===== config.mk =====
export PLATFORM = sky130hd
export DESIGN_NAME = hp_host
export DESIGN_NICKNAME = d
export VERILOG_FILES = /design/src/hdl/hp_pkg.sv /design/src/hdl/hp_sync.sv /design/src/hdl/hp_host.sv
export SDC_FILE = /design/constraint.sdc
export NUM_CORES = 1
export LEC_CHECK = 0
export BUFFER_PORTS_ARGS = -buffer_cell sky130_fd_sc_hd__buf_2
export CAP_MARGIN = 20
export CORE_MARGIN = 2
export CORE_UTILIZATION = 52
export CTS_CLUSTER_SIZE = 28
export DETAILED_ROUTE_END_ITERATION = 10
export PLACE_DENSITY = 0.76
export RECOVER_POWER = 100
export SETUP_SLACK_MARGIN = 0.3
export SLEW_MARGIN = 20
export SYNTH_ARGS = -nofsm -noshare
export SYNTH_HDL_FRONTEND = slang
export SYNTH_SLANG_ARGS = --single-unit

===== constraint.sdc =====
create_clock -name core_clk -period 3.3 [get_ports core_clk]
set_input_delay 0 -clock core_clk [delete_from_list [all_inputs] [get_ports core_clk]]
set_output_delay 0 -clock core_clk [all_outputs]
set_load 0.02 [all_outputs]

===== src/hdl/hp_pkg.sv =====
// hp_pkg: constants, field layouts and pin carriers for the parallel host controller.
// assumes a 10 MHz core clock; the device pins are joined by the bench.
package hp_pkg;
  localparam int CLK_NS = 100;
  localparam int SYNC_STAGES = 2;
  // minimum strobe width on either handshake line, in ns
  localparam int STROBE_NS = 250;
  localparam int STROBE_CYC = (STROBE_NS + CLK_NS - 1) / CLK_NS;
  // data settle before the input strobe, covering the device's rising-edge filter delay
  localparam int SETUP_NS = 150;
  localparam int SETUP_CYC = (SETUP_NS + CLK_NS - 1) / CLK_NS;
  // after the trailing edge the device drops its ready lines within this time
  localparam int RELEASE_NS = 400;
  localparam int RELEASE_CYC = (RELEASE_NS + CLK_NS - 1) / CLK_NS + SYNC_STAGES;
  // one cycle for the select pin register, then the synchroniser, before data is trusted
  localparam int SETTLE_CYC = SYNC_STAGES + 2;
  localparam int CNT_W = 3;

  localparam logic [3:0] ADDR_CTRL = 4'h0;
  localparam logic [3:0] ADDR_TXDATA = 4'h4;
  localparam logic [3:0] ADDR_STATUS = 4'h8;
  localparam logic [3:0] ADDR_RXDATA = 4'hc;

  localparam logic [1:0] RESP_OKAY = 2'h0;
  localparam logic [1:0] RESP_SLVERR = 2'h2;

  localparam logic [1:0] MODE_IRQ = 2'h0;
  localparam logic [1:0] MODE_POLL = 2'h1;
  localparam logic [1:0] MODE_LEVEL = 2'h2;

  localparam int CHAR_W = 7;
  localparam int CFG_W = 7;
  localparam int STAT_BUSY = 0;
  localparam int STAT_RXVALID = 1;
  localparam int STAT_ACCEPT = 2;
  localparam int STAT_SRQ = 3;

  typedef struct packed {
    logic [1:0] mode;
    logic ordy_high;
    logic xsel_high;
    logic rfo_pos;
    logic strobe_rise;
    logic data_inv;
  } hp_cfg_t;

  localparam hp_cfg_t CFG_RST = 7'h1f;

  // lines the host receives from the device
  typedef struct packed {
    logic rx_accept_flag;
    logic [CHAR_W-1:0] out_data;
    logic out_ready_ts;
    logic out_ready_ttl;
    logic service_req_n;
  } hp_dev_in_t;

  // lines the host drives toward the device
  typedef struct packed {
    logic [CHAR_W-1:0] in_data;
    logic in_strobe;
    logic xmit_sel;
    logic ready_for_output;
  } hp_dev_out_t;

  localparam int DEV_IN_W = $bits(hp_dev_in_t);
endpackage


===== src/hdl/hp_sync.sv =====
// hp_sync: two-flop synchroniser, one per bit.
// assumes inputs are asynchronous levels; only the second stage is visible.
`timescale 1ns/10ps
module hp_sync #(
  parameter int W = 1
) (
  input wire logic core_clk,
  input wire logic rst,
  input wire logic [W-1:0] d,
  output logic [W-1:0] q
);
  genvar i;
  generate
    for (i = 0; i < W; i++) begin : g_bit
      logic meta_r;
      logic sync_r;
      always_ff @(posedge core_clk or posedge rst) begin
        if (rst) begin
          meta_r <= 1'b0;
          sync_r <= 1'b0;
        end else begin
          meta_r <= d[i];
          sync_r <= meta_r;
        end
      end
      assign q[i] = sync_r;
    end
  endgenerate
endmodule


===== src/hdl/hp_host.sv =====
// hp_host: host-side controller for the parallel terminal port, reached over AXI4-Lite.
// assumes the device pins are resolved by the bench; all device inputs are asynchronous.
//
// The placing of the registers and the AXI4-Lite interface to the registers were chosen for this implementation.
`timescale 1ns/10ps
module hp_host
  import hp_pkg::*;
(
  input wire logic core_clk,
  input wire logic rst,
  input wire logic [3:0] s_axi_awaddr,
  input wire logic s_axi_awvalid,
  output logic s_axi_awready,
  input wire logic [31:0] s_axi_wdata,
  input wire logic [3:0] s_axi_wstrb,
  input wire logic s_axi_wvalid,
  output logic s_axi_wready,
  output logic [1:0] s_axi_bresp,
  output logic s_axi_bvalid,
  input wire logic s_axi_bready,
  input wire logic [3:0] s_axi_araddr,
  input wire logic s_axi_arvalid,
  output logic s_axi_arready,
  output logic [31:0] s_axi_rdata,
  output logic [1:0] s_axi_rresp,
  output logic s_axi_rvalid,
  input wire logic s_axi_rready,
  input wire hp_dev_in_t dev_i,
  output hp_dev_out_t dev_o
);
  typedef enum logic [2:0] {TX_IDLE, TX_WAIT_RDY, TX_SETUP, TX_STROBE, TX_WAIT_BUSY,
                            TX_WAIT_FREE} hp_tx_state_t;
  typedef enum logic [2:0] {RX_IDLE, RX_SEL, RX_ACK, RX_REL} hp_rx_state_t;

  // service request idles high: flip it so the synchroniser's reset level reads as idle
  localparam hp_dev_in_t SYNC_FLIP = '{service_req_n: 1'b1, default: '0};
  hp_dev_in_t din, sync_q;
  hp_sync #(.W(DEV_IN_W)) u_sync (
    .core_clk(core_clk),
    .rst(rst),
    .d(dev_i ^ SYNC_FLIP),
    .q(sync_q)
  );
  assign din = sync_q ^ SYNC_FLIP;

  // bus group
  logic aw_hold_r, aw_hold_nxt, w_hold_r, w_hold_nxt;
  logic [3:0] awaddr_r, awaddr_nxt;
  logic [31:0] wdata_r, wdata_nxt;
  logic wstrb0_r, wstrb0_nxt;
  logic awready_r, awready_nxt, wready_r, wready_nxt, arready_r, arready_nxt;
  logic bvalid_r, bvalid_nxt, rvalid_r, rvalid_nxt;
  logic [1:0] bresp_r, bresp_nxt, rresp_r, rresp_nxt;
  logic [31:0] rdata_r, rdata_nxt;
  hp_cfg_t cfg_r, cfg_nxt;
  logic wr_tx, rd_rx;

  // transfer groups
  hp_tx_state_t tx_st_r, tx_st_nxt;
  hp_rx_state_t rx_st_r, rx_st_nxt;
  logic [CHAR_W-1:0] tx_char_r, tx_char_nxt, rx_char_r, rx_char_nxt;
  logic [CNT_W-1:0] tx_cnt_r, tx_cnt_nxt, rx_cnt_r, rx_cnt_nxt;
  logic rx_valid_r, rx_valid_nxt;
  hp_dev_out_t pins_r, pins_nxt;
  logic strobe_act, sel_act, rfo_act;
  logic ordy_seen;

  always_comb begin
    aw_hold_nxt = aw_hold_r;
    w_hold_nxt = w_hold_r;
    awaddr_nxt = awaddr_r;
    wdata_nxt = wdata_r;
    wstrb0_nxt = wstrb0_r;
    bvalid_nxt = bvalid_r;
    bresp_nxt = bresp_r;
    rvalid_nxt = rvalid_r;
    rresp_nxt = rresp_r;
    rdata_nxt = rdata_r;
    cfg_nxt = cfg_r;
    wr_tx = 1'b0;
    rd_rx = 1'b0;
    if (s_axi_awvalid && awready_r) begin
      aw_hold_nxt = 1'b1;
      awaddr_nxt = s_axi_awaddr;
    end
    if (s_axi_wvalid && wready_r) begin
      w_hold_nxt = 1'b1;
      wdata_nxt = s_axi_wdata;
      wstrb0_nxt = s_axi_wstrb[0];
    end
    if (bvalid_r && s_axi_bready) begin
      bvalid_nxt = 1'b0;
    end
    if (aw_hold_r && w_hold_r && !bvalid_r) begin
      aw_hold_nxt = 1'b0;
      w_hold_nxt = 1'b0;
      bvalid_nxt = 1'b1;
      bresp_nxt = RESP_OKAY;
      if (awaddr_r == ADDR_CTRL) begin
        if (wstrb0_r) begin
          cfg_nxt = wdata_r[CFG_W-1:0];
        end
      end else if (awaddr_r == ADDR_TXDATA) begin
        wr_tx = wstrb0_r;
      end else if (awaddr_r != ADDR_STATUS && awaddr_r != ADDR_RXDATA) begin
        bresp_nxt = RESP_SLVERR;
      end
    end
    if (rvalid_r && s_axi_rready) begin
      rvalid_nxt = 1'b0;
    end
    if (s_axi_arvalid && arready_r) begin
      rvalid_nxt = 1'b1;
      rresp_nxt = RESP_OKAY;
      rdata_nxt = 32'h0;
      unique case (s_axi_araddr)
        ADDR_CTRL: rdata_nxt[CFG_W-1:0] = cfg_r;
        ADDR_TXDATA: rdata_nxt[CHAR_W-1:0] = tx_char_r;
        ADDR_STATUS: begin
          rdata_nxt[STAT_BUSY] = (tx_st_r != TX_IDLE);
          rdata_nxt[STAT_RXVALID] = rx_valid_r;
          rdata_nxt[STAT_ACCEPT] = din.rx_accept_flag;
          rdata_nxt[STAT_SRQ] = !din.service_req_n;
        end
        ADDR_RXDATA: begin
          rdata_nxt[CHAR_W-1:0] = rx_char_r;
          rd_rx = 1'b1;
        end
        default: rresp_nxt = RESP_SLVERR;
      endcase
    end
    awready_nxt = !aw_hold_nxt && !bvalid_nxt;
    wready_nxt = !w_hold_nxt && !bvalid_nxt;
    arready_nxt = !rvalid_nxt;
  end

  always_ff @(posedge core_clk or posedge rst) begin
    if (rst) begin
      aw_hold_r <= 1'b0;
      w_hold_r <= 1'b0;
      awaddr_r <= 4'h0;
      wdata_r <= 32'h0;
      wstrb0_r <= 1'b0;
      awready_r <= 1'b0;
      wready_r <= 1'b0;
      arready_r <= 1'b0;
      bvalid_r <= 1'b0;
      bresp_r <= RESP_OKAY;
      rvalid_r <= 1'b0;
      rresp_r <= RESP_OKAY;
      rdata_r <= 32'h0;
      cfg_r <= CFG_RST;
    end else begin
      aw_hold_r <= aw_hold_nxt;
      w_hold_r <= w_hold_nxt;
      awaddr_r <= awaddr_nxt;
      wdata_r <= wdata_nxt;
      wstrb0_r <= wstrb0_nxt;
      awready_r <= awready_nxt;
      wready_r <= wready_nxt;
      arready_r <= arready_nxt;
      bvalid_r <= bvalid_nxt;
      bresp_r <= bresp_nxt;
      rvalid_r <= rvalid_nxt;
      rresp_r <= rresp_nxt;
      rdata_r <= rdata_nxt;
      cfg_r <= cfg_nxt;
    end
  end

  // a write to the transmit register while a character is in flight is dropped
  always_comb begin
    tx_st_nxt = tx_st_r;
    tx_char_nxt = tx_char_r;
    tx_cnt_nxt = tx_cnt_r;
    strobe_act = 1'b0;
    unique case (tx_st_r)
      TX_IDLE: begin
        if (wr_tx) begin
          tx_char_nxt = wdata_r[CHAR_W-1:0];
          tx_st_nxt = TX_WAIT_RDY;
        end
      end
      TX_WAIT_RDY: begin
        if (din.rx_accept_flag) begin
          tx_cnt_nxt = CNT_W'(SETUP_CYC);
          tx_st_nxt = TX_SETUP;
        end
      end
      TX_SETUP: begin
        tx_cnt_nxt = tx_cnt_r - 1'b1;
        if (tx_cnt_r == CNT_W'(1)) begin
          tx_cnt_nxt = CNT_W'(STROBE_CYC);
          tx_st_nxt = TX_STROBE;
        end
      end
      TX_STROBE: begin
        strobe_act = 1'b1;
        tx_cnt_nxt = tx_cnt_r - 1'b1;
        if (tx_cnt_r == CNT_W'(1)) begin
          tx_st_nxt = TX_WAIT_BUSY;
        end
      end
      TX_WAIT_BUSY: begin
        // data stays put until the device shows it has taken the character
        if (!din.rx_accept_flag) begin
          tx_st_nxt = TX_WAIT_FREE;
        end
      end
      TX_WAIT_FREE: begin
        if (din.rx_accept_flag) begin
          tx_st_nxt = TX_IDLE;
        end
      end
      default: tx_st_nxt = TX_IDLE;
    endcase
  end

  // receive side; a new character is not acknowledged until software has read the last
  always_comb begin
    rx_st_nxt = rx_st_r;
    rx_cnt_nxt = rx_cnt_r;
    rx_char_nxt = rx_char_r;
    rx_valid_nxt = rx_valid_r;
    sel_act = (cfg_r.mode == MODE_POLL);
    rfo_act = (cfg_r.mode == MODE_LEVEL);
    ordy_seen = 1'b0;
    if (rd_rx) begin
      rx_valid_nxt = 1'b0;
    end
    unique case (cfg_r.mode)
      MODE_POLL: ordy_seen = (din.out_ready_ts == cfg_r.ordy_high);
      MODE_LEVEL: ordy_seen = din.out_ready_ttl;
      default: ordy_seen = !din.service_req_n;
    endcase
    unique case (rx_st_r)
      RX_IDLE: begin
        // the select pin must stand through the synchroniser before its ready line is believed
        if (pins_r.xmit_sel != (sel_act ~^ cfg_r.xsel_high)) begin
          rx_cnt_nxt = CNT_W'(SETTLE_CYC);
        end else if (rx_cnt_r != '0) begin
          rx_cnt_nxt = rx_cnt_r - 1'b1;
        end else if (ordy_seen && !rx_valid_r) begin
          rx_cnt_nxt = CNT_W'(SETTLE_CYC);
          rx_st_nxt = RX_SEL;
        end
      end
      RX_SEL: begin
        sel_act = 1'b1;
        rx_cnt_nxt = rx_cnt_r - 1'b1;
        if (rx_cnt_r == CNT_W'(1)) begin
          rx_char_nxt = cfg_r.data_inv ? ~din.out_data : din.out_data;
          rx_valid_nxt = 1'b1;
          rx_cnt_nxt = CNT_W'(STROBE_CYC);
          rx_st_nxt = RX_ACK;
        end
      end
      RX_ACK: begin
        sel_act = 1'b1;
        rfo_act = 1'b1;
        rx_cnt_nxt = rx_cnt_r - 1'b1;
        if (rx_cnt_r == CNT_W'(1)) begin
          rx_cnt_nxt = CNT_W'(RELEASE_CYC);
          rx_st_nxt = RX_REL;
        end
      end
      RX_REL: begin
        // trailing edge of ready-for-output clears the device side
        rfo_act = 1'b0;
        rx_cnt_nxt = rx_cnt_r - 1'b1;
        if (rx_cnt_r == CNT_W'(1)) begin
          rx_st_nxt = RX_IDLE;
        end
      end
      default: rx_st_nxt = RX_IDLE;
    endcase
    pins_nxt.in_data = cfg_r.data_inv ? ~tx_char_nxt : tx_char_nxt;
    pins_nxt.in_strobe = strobe_act ~^ cfg_r.strobe_rise;
    pins_nxt.xmit_sel = sel_act ~^ cfg_r.xsel_high;
    pins_nxt.ready_for_output = rfo_act ~^ cfg_r.rfo_pos;
  end

  always_ff @(posedge core_clk or posedge rst) begin
    if (rst) begin
      tx_st_r <= TX_IDLE;
      tx_char_r <= 7'h00;
      tx_cnt_r <= 3'h0;
      rx_st_r <= RX_IDLE;
      rx_cnt_r <= 3'h0;
      rx_char_r <= 7'h00;
      rx_valid_r <= 1'b0;
      pins_r <= {7'h7f, 1'b0, 1'b0, 1'b0};
    end else begin
      tx_st_r <= tx_st_nxt;
      tx_char_r <= tx_char_nxt;
      tx_cnt_r <= tx_cnt_nxt;
      rx_st_r <= rx_st_nxt;
      rx_cnt_r <= rx_cnt_nxt;
      rx_char_r <= rx_char_nxt;
      rx_valid_r <= rx_valid_nxt;
      pins_r <= pins_nxt;
    end
  end

  assign s_axi_awready = awready_r;
  assign s_axi_wready = wready_r;
  assign s_axi_bvalid = bvalid_r;
  assign s_axi_bresp = bresp_r;
  assign s_axi_arready = arready_r;
  assign s_axi_rvalid = rvalid_r;
  assign s_axi_rresp = rresp_r;
  assign s_axi_rdata = rdata_r;
  assign dev_o = pins_r;
endmodule


Word level (Yosys, flattened, before mapping)
Index checks and enable logic that the tools add are counted.

Bits of input ports: 62. Output and inout bits: 51. Register bits: 96. Word-level logic and storage cells: 179.

$add $sub $neg: 2. Equal/unequal tests: 33. Muxes and demuxes: 52. Reduce and logical (&&, ||, !) cells: 33. Bitwise gates (word level): 7.

Operators by type and width (number): 3-bit two-way mux (18); 7-bit two-way mux (4); 3-bit one-hot mux with 4 select lines (2); 2-bit inequality test, second input constant (10); 1-bit two-way mux (18); 3-bit one-hot mux with 3 select lines (2); 3-bit one-hot mux with 6 select lines (1); 4-bit one-hot mux with 4 select lines (1); 7-bit NOT (2); 3-bit by 1-bit == test with 1-bit output, second input constant (4); 3-bit by 2-bit == test with 1-bit output, second input constant (4); 4-bit inequality test, second input constant (3); 6-bit AND reduction (2); 1-bit logical AND (11); 3-bit nonzero test (3); 4-bit by 3-bit == test with 1-bit output, second input constant (2); 4-bit == test, second input constant (2); 4-bit logical NOT (2); 2-bit two-way mux (4); 3-bit == test, second input constant (2); 1-bit logical NOT (6); 3-bit logical NOT (2); 2-bit AND reduction (3); 3-bit by 1-bit subtractor with 3-bit output, second input constant (2); 12 further kinds (17).

Logic depth before layout (Yosys ltp)
Gate-level depths: netlist of run 1.

Depth in word-level cells: 8. Gate-level depth with buffers: 7. Mapped depth without buffers: 7.

Hierarchy
A second synthesis of run 1 with hierarchy kept.

Cells, all modules: 337. Area, all modules: 4184.0 um^2.

By module, submodules not included: hp_host (area each 3547.2 um^2, instances 1, cells an instance 303, sequential area each 1791.7 um^2); hp_sync (area each 636.9 um^2, instances 1, cells an instance 34, sequential area each 550.5 um^2).

Worst setup path before layout of run 1
OpenSTA, ideal clock, no wires.

Path type: register to register. Start point: register rx_st_r[0]. End point: register rx_st_r[1]. Slack: 1.412 ns. Cell stages (with the launch flop): 7. Arrival time: 1.763 ns. Setup time: 0.125 ns. Path buffers: 0. Period minus slack after synthesis: 1.888 ns. Required time: 3.175 ns. Cell sequence: dfrtp_1 > inv_1 > ha_1 > or3_1 > and2_1 > a21oi_1 > mux2_2.

Word-level cells in the longest chain between the ends: 3. Elaborated cells on any way between the ends: 12. Those cells by class: 9 x eq/ne; 1 x mux; 2 x reduce/logical.

RTL lines: from (decl) (RTL line hp_host.sv:60) `hp_rx_state_t rx_st_r, rx_st_nxt;`; from (signal assigned) (RTL line hp_host.sv:297) `rx_st_r <= rx_st_nxt;`; 3-bit by 1-bit == test with 1-bit output, or another cell as far along (RTL line hp_host.sv:236) `unique case (rx_st_r)`; 2-bit inequality test (no source line); 6-bit AND reduction (no source line).

Several ways; a longest one is shown, not always the timed one. A chain may end at the register's enable or synchronous reset.

Worst setup path in the final report of run 1
Ends and elaborated chain as after synthesis.

==> results.py, run 1 <==
metrics = {
    "grt": {
        "overflow": 0,
        "grt_usage": 0.186,
        "grt_pass1_vias": 2567,
        "grt_pass1_wl_um": 12300,
        "grt_max_degree": 43,
        "antenna_found_initial": 0,
    },
    "critical_path": {
        "reg2reg_slack_ns": 1.19,
        "path_cells": "inv_1, ha_1, or3_1, and2_0, a21oi_1, mux2_2",
        "path_delay_family": "simple AND/OR/NAND/NOR gates",
        "critPathCapture": "rx_st_r[1]$_DFFE_PP0P_",
        "path_max_fanout": 6,
        "cp-startpoint": "rx_st_r[0]$_DFFE_PP0P_",
        "r2r_start": "rx_st_r[0]$_DFFE_PP0P_",
        "critical_path_class": "flip-flop to flip-flop",
        "crit_cells": 6,
        "end_kind": "flip-flop",
        "critPathArrivalTime_ns": 2.36,
        "slowest_stage": "or3_1",
        "crit_path_max_incr_delay_ns": 0.43,
        "worst-path-buf-inv": 1,
        "r2r_cells": 6,
        "worstSetupStartpointType": "flip-flop",
        "reg2reg_to": "rx_st_r[1]$_DFFE_PP0P_",
        "crit_required_ns": 3.54,
    },
    "synthesis": {
        "synth_mux_area_frac": 0.109,
        "yosysUniqueCellTypes": 45,
        "synth_area_um2": 4140,
        "synthSimpleGateAreaFrac": 0.0771,
        "async_flop_share": 1.00,
        "synth_compound_area_frac": 0.0877,
        "synth_edf_count": 0,
        "synthAdderAreaFrac": 0.0363,
        "syn_area_per_cell_um2": 12.5,
        "ys_seq_area_frac": 0.566,
        "yosys.area_share.xor_xnor": 0.0460,
        "ys_ff_latch": 93,
        "synthCells": 332,
        "yosys.area.top_type": "dfrtp_1",
        "yosys_warnings": 0,
        "synth_top_family_by_area": "multiplexers",
        "synth_top_area_frac": 0.490,
        "synthTopCellsByArea": "dfrtp_1 (49%), dfstp_2 (7.6%), mux2_2 (5.2%), buf_4 (4.9%), ha_1 (3.6%)",
        "synth_flop_cell": "dfrtp_1",
    },
    "clock_tree": {
        "post-cts-setup-buffers": 0,
        "cts_buffer_depth": 2,
        "cts_resized": 0,
        "clk_pin_slew_worst_paths_ns": 0.09,
        "clock_latency_ns": 0.36,
        "cts_tree": "built",
        "cts-root-buf": "clkbuf_8",
        "cts_buffers": 9,
        "clock-sinks": 93,
        "h-tree-depth": 3,
    },
    "finish": {
        "final_util": 0.625,
        "antenna_cells": 0,
        "finalNonFillerCells": 529,
        "final_common_cell": "dfrtp_1",
        "drive_gt1_frac": 0.204,
        "postLayoutCellArea_um2": 4830,
        "nNetsFinal": 496,
        "layout_common_cells": "dfrtp_1 (81), buf_2 (33), dlygate4sd3_1 (30)",
        "syn2layout_area_growth_pct": 16.7,
    },
    "place": {
        "detailed_place_hpwl_um": 5050,
        "port_buffers": 57,
        "place.gp.congestion": 0.869,
        "place_worst_setup_slack_ns": 1.20,
        "post_dp_cell_area_um2": 4410,
        "dp_cells": 483,
    },
    "sta": {
        "relSlewSlack": -0.188,
        "fin_hold_ws_ns": 0.0916,
        "min_period_ns": 2.11,
        "skew_ns": 0.00720,
        "fin_crit_sh": 0.640,
        "max_freq_mhz": 473,
        "final.setup.tns_ns": 0,
        "finalSetupViolCount": 0,
        "drv_slew": 43,
        "fin_ws_ns": 1.19,
        "worst_pin_slew_ns": 1.77,
        "rsz0062_at_grt": "false",
        "hold_viol": 0,
    },
    "power_and_ir_drop": {
        "p_per_area_nw_per_um2": 807,
        "peakVddDrop_mv": 0.507,
        "leakage_nw": 2.25,
        "p_total_mw": 3.90,
    },
    "floorplan": {
        "floorplan.die_area_um2": 8680,
        "rows": 32,
        "initial_core_util": 0.535,
        "die_y_um": 93.2,
        "ios": 113,
        "core_um2": 7730,
        "die_width_um": 93.2,
    },
    "routing": {
        "wl_per_cell_um": 14.0,
        "drtAntennaViolNets": 0,
        "dr.pass1.iters": 4,
        "via_per_inst": 4.99,
        "via_count": 2638,
        "drc": 0,
        "drtIter0Drc": 172,
        "totalWireLength_um": 7380,
    },
    "job": {
        "max_cap_violations": 1,
    },
    "status": {
        "status": "finished with violations",
        "violations": "max-capacitance violations, max-slew violations",
    },
    "worst_hold_path": {
        "hp-class": "input port to flip-flop",
    },
}
[tightest hold or removal path: cells and delay by family]
kind	cells	cell delay [ns]
simple gates	3	0.23
buf+inv	1	0.18
[routing by layer]
metal	track usage	part of all wire	vias to the layer above
met5	0	0	-
met3	0.0322	0.053	17
met2	0.295	0.47	94
li1	-	-	1264
met1	0.247	0.45	1263
met4	0.102	0.027	0
[cell usage after synthesis, types with 2 or more instances]
cell	instances
a21oi_1	12
nor3_1	2
dfrtp_1	81
o32a_1	2
mux2_4	7
o31ai_1	2
o32ai_1	5
nand2_1	26
xnor2_1	9
buf_4	27
mux2i_1	4
clkbuf_1	5
ha_1	12
nor2b_1	6
nand3_1	5
buf_6	2
nor2_1	12
dfstp_2	12
buf_2	3
xor2_1	10
inv_1	15
o21a_1	3
mux2_2	19
or3_1	2
mux4_2	3
nand2b_1	4
a22o_1	7
o21ai_0	18
[state kept, by name (all words and copies together) (netlist names), 2 cells and up]
register,flops
u_sync.g_bit.sync_r,11
tx_st_r,3
rx_char_r,7
awaddr_r,4
rx_cnt_r,3
s_axi_rdata,7
tx_cnt_r,3
tx_char_r,7
dev_o,10
u_sync.g_bit.meta_r,11
wdata_r,7
rx_st_r,2
cfg_r,7
[cells by family after synthesis]
family / Yosys count
AO/OA/AOI/OAI: 55
XOR/XNOR: 20
adder cells (fa/ha/maj): 12
buffers and inverters: 52
flip-flops: 93
multiplexers: 34
other: 1
AND/OR/NAND/NOR: 65
[where the power goes]
part / switching, mW / leakage, nW / internal [mW]
Sequential: 0.290 / 1.12 / 1.54
Clock: 0.389 / 0.0897 / 0.296
Combinational: 0.747 / 1.05 / 0.630
[layout make-up]
cell class                 instances  area, um2
fill                             630       2900
sequential                        93       2340
multi-input combinational        213       1550
timing repair buffer              90        574
clock buffer                      11        141
tap                              102        128
inverter                          15       57.6
clock inverter                     5       35.0
[repair_timing]
action                                 4_1_cts  5_1_grt
hold buffers                                30        0
setup endpoints to repair                    0        0
endpoints found under the hold margin       65        0
[worst min-delay path by stage]
| stage | from | endpoint | slack, ns | cells past startpoint |
|---|---|---|---|---|
| final | s_axi_araddr[3] | rx_valid_r$_DFF_PP0_ | 0.09 | 4 |
| after detailed placement | dev_i[7] | u_sync.g_bit[7].meta_r$_DFF_PP0_ | 0.11 | 1 |
| after CTS | s_axi_araddr[1] | s_axi_rresp[1]$_DFFE_PP0P_ | 0.04 | 4 |
| after floorplan | dev_i[10] | u_sync.g_bit[10].meta_r$_DFF_PP0_ | 0.03 | 0 |
| after global routing | s_axi_araddr[3] | rx_valid_r$_DFF_PP0_ | 0.10 | 4 |
| after global placement | dev_i[6] | u_sync.g_bit[6].meta_r$_DFF_PP0_ | 0.11 | 1 |
No activity file was read; power rests on OpenSTA's default activity.
==> run 2: changes to the inputs <==
Settings changed: ABC_AREA set to 1, CORE_UTILIZATION 52 to 53, PLACE_DENSITY 0.76 to 0.77.
Clock period 3.3 ns to 2 ns, I/O delays scaled along.
==> results.py, run 2 <==
metrics = {
    "status": {
        "status": "finished with violations",
        "violations": "negative hold slack",
    },
    "routing": {
        "drc": 0,
        "maxUsedRoutingLayer": "met4",
        "via_per_inst": 4.85,
        "routed-wl-met2_um": 3830,
        "drtIter0Drc": 199,
        "drtAntennaViolNets": 0,
        "via_count": 3272,
        "m1WireLength_um": 3860,
        "totalWireLength_um": 8310,
        "dr.pass1.iters": 4,
        "dr_wl_met3_um": 419,
        "wl_per_cell_um": 12.3,
    },
    "synthesis": {
        "synth_edf_count": 0,
        "synthTopCellsByArea": "dfrtp_1 (48%), nand2_1 (12%), dfstp_2 (7.4%), o21ai_0 (5.3%), inv_1 (4.9%)",
        "yosys.area.top_type": "dfrtp_1",
        "synth_top_area_frac": 0.476,
        "yosysUniqueCellTypes": 29,
        "yosys_warnings": 0,
        "synth_flop_cell": "dfrtp_1",
        "syn_area_per_cell_um2": 8.96,
        "synthCells": 475,
        "synthTopCellsByCount": "nand2_1 (139), dfrtp_1 (81), inv_1 (55)",
        "ys_seq_area_frac": 0.550,
        "ys_ff_latch": 93,
        "async_flop_share": 1.00,
        "synth_area_um2": 4260,
        "yosysMostFrequentCell": "nand2_1",
    },
    "clock_tree": {
        "h-tree-depth": 3,
        "clk_pin_slew_worst_paths_ns": 0.09,
        "cts_buffers": 9,
        "cts_tree": "built",
        "clock_latency_ns": 0.36,
        "clock-sinks": 93,
        "cts-root-buf": "clkbuf_8",
        "post-cts-setup-buffers": 0,
        "cts_buffer_depth": 2,
    },
    "floorplan": {
        "die_width_um": 93.6,
        "rows": 32,
        "initial_core_util": 0.548,
        "die_y_um": 93.6,
        "ios": 113,
        "floorplan.die_area_um2": 8760,
        "core_um2": 7770,
    },
    "worst_hold_path": {
        "hp-class": "input port to flip-flop",
        "whs_path_depth": 3,
        "holdPathEnd": "s_axi_rresp[1]$_DFFE_PP0P_",
        "hold_start": "s_axi_araddr[0]",
    },
    "place": {
        "place_worst_setup_slack_ns": 0.481,
        "place.gp.congestion": 0.831,
        "dp_cells": 630,
        "port_buffers": 57,
        "detailed_place_hpwl_um": 5710,
    },
    "sta": {
        "max_freq_mhz": 587,
        "rsz0062_at_grt": "false",
        "min_period_ns": 1.70,
        "final.setup.tns_ns": 0,
        "fin_crit_sh": 0.851,
        "fin_ws_ns": 0.297,
        "skew_ns": 0.00954,
        "fin_hold_ws_ns": -0.00101,
        "drv_slew": 0,
        "finalSetupViolCount": 0,
        "worst_pin_slew_ns": 1.19,
        "relSlewSlack": 0.205,
        "hold_viol": 1,
    },
    "critical_path": {
        "end_kind": "flip-flop",
        "r2r_start": "s_axi_bvalid$_DFF_PP0_",
        "critPathArrivalTime_ns": 1.95,
        "reg2reg_slack_ns": 0.30,
        "critical_path_class": "flip-flop to flip-flop",
        "r2r_cells": 6,
        "crit_required_ns": 2.25,
        "worstSetupStartpointType": "flip-flop",
        "path_max_fanout": 14,
        "reg2reg_to": "cfg_r[6]$_DFFE_PP0P_",
    },
    "power_and_ir_drop": {
        "combPwrFrac": 0.387,
        "p_total_mw": 6.71,
        "leakage_nw": 2.55,
        "pwr-share-clk": 0.173,
        "p_sw_mw": 2.73,
        "p_per_area_nw_per_um2": 1350,
        "seq_power_share": 0.440,
        "peakVddDrop_mv": 0.972,
        "p_sw_frac": 0.406,
        "internal_power_mw": 3.98,
    },
    "finish": {
        "nNetsFinal": 641,
        "antenna_cells": 0,
        "syn2layout_area_growth_pct": 17.0,
        "layout_common_cells": "nand2_1 (141), dfrtp_1 (80), inv_1 (54)",
        "drive_gt1_frac": 0.138,
        "final_common_cell": "nand2_1",
        "finalNonFillerCells": 674,
    },
    "grt": {
        "grt_max_degree": 94,
        "grt_pass1_vias": 3100,
        "grt_pass1_wl_um": 14200,
        "overflow": 0,
        "grt_usage": 0.209,
        "antenna_found_initial": 0,
    },
    "job": {
        "max_cap_violations": 0,
    },
}
==> run 2: changes by cell type in the layout (fill, tap and decap cells not counted), moves of 6 or more <==
cell,delta
nand2_1,+115
nor2b_1,-6
inv_1,+40
nand3_1,+18
o21ai_0,+28
nor2_1,+10
mux2_1,-7
mux2_2,-19
a22o_1,-6
nand2_2,+6
==> run 2: how the worst max path moves through the flow <==
stage	startpoint	endpoint	slack (ns)
after floorplan	rx_st_r[0]$_DFFE_PP0P_	rx_st_r[1]$_DFFE_PP0P_	0.62
after global placement	rx_st_r[0]$_DFFE_PP0P_	rx_st_r[0]$_DFFE_PP0P_	0.52
after detailed placement	cfg_r[6]$_DFFE_PP0P_	rx_st_r[0]$_DFFE_PP0P_	0.48
after CTS	rx_st_r[0]$_DFFE_PP0P_	rx_st_r[1]$_DFFE_PP0P_	0.45
after global routing	s_axi_bvalid$_DFF_PP0_	cfg_r[3]$_DFFE_PP1P_	0.17
final	s_axi_bvalid$_DFF_PP0_	cfg_r[6]$_DFFE_PP0P_	0.30
==> run 2: per-stage QoR <==
| stage | utilization | hold WS, ns | cell area [um2] |
|---|---|---|---|
| 2_1_floorplan | - | 0.0314 | 4360 |
| 3_3_place_gp | 0.589 | 0.109 | 4580 |
| 3_5_place_dp | 0.589 | 0.110 | 4580 |
| 4_1_cts | 0.649 | 0.0101 | 5040 |
| 5_1_grt | 0.641 | 0.000456 | 4980 |
| 6_report | 0.641 | -0.00101 | 4980 |
==> run 2: repair_timing <==
action / in CTS / in global routing
endpoints found under the setup margin: 0 / 3
resized for setup: 0 / 3
endpoints found under the hold margin: 109 / 0
hold buffers: 28 / 0
==> run 2: critical path, cell delays in order (launching register included) <==
cell	delay, ns
dfrtp_1	0.38
inv_1	0.07
nand3_1	0.15
nor2_1	0.33
nand4_2	0.38
nor2_1	0.22
a21oi_1	0.05
==> run 2: final cells by class <==
class / count / area [um2]
fill: 663 / 2790
sequential: 93 / 2340
multi-input combinational: 318 / 1540
timing repair buffer: 88 / 557
inverter: 57 / 223
clock buffer: 11 / 151
tap: 102 / 128
clock inverter: 5 / 35.0
==> run 2: logic make-up after synthesis <==
| family | share of synthesized area |
|---|---|
| adder cells (fa/ha/maj) | 0.0353 |
| flip-flops | 0.550 |
| AO/OA/AOI/OAI | 0.0744 |
| buffers and inverters | 0.106 |
| XOR/XNOR | 0.0247 |
| other | 0.000881 |
| AND/OR/NAND/NOR | 0.209 |
==> run 2: power by group through the flow <==
stage               sequential, mW  combinational (mW)  clock, mW
floorplan                     3.09                1.81          0
detailed placement            2.98                2.57          0
finish                        2.95                2.60       1.16
CTS                           2.95                2.66       1.19
global route                  3.02                2.99       1.29
global placement              2.95                2.46          0
==> run 2: routing by layer <==
layer / GRT usage / vias to the layer above
li1: - / 1619
met1: 0.287 / 1525
met2: 0.326 / 112
met3: 0.0451 / 16
met4: 0.0882 / 0
met5: 0 / -
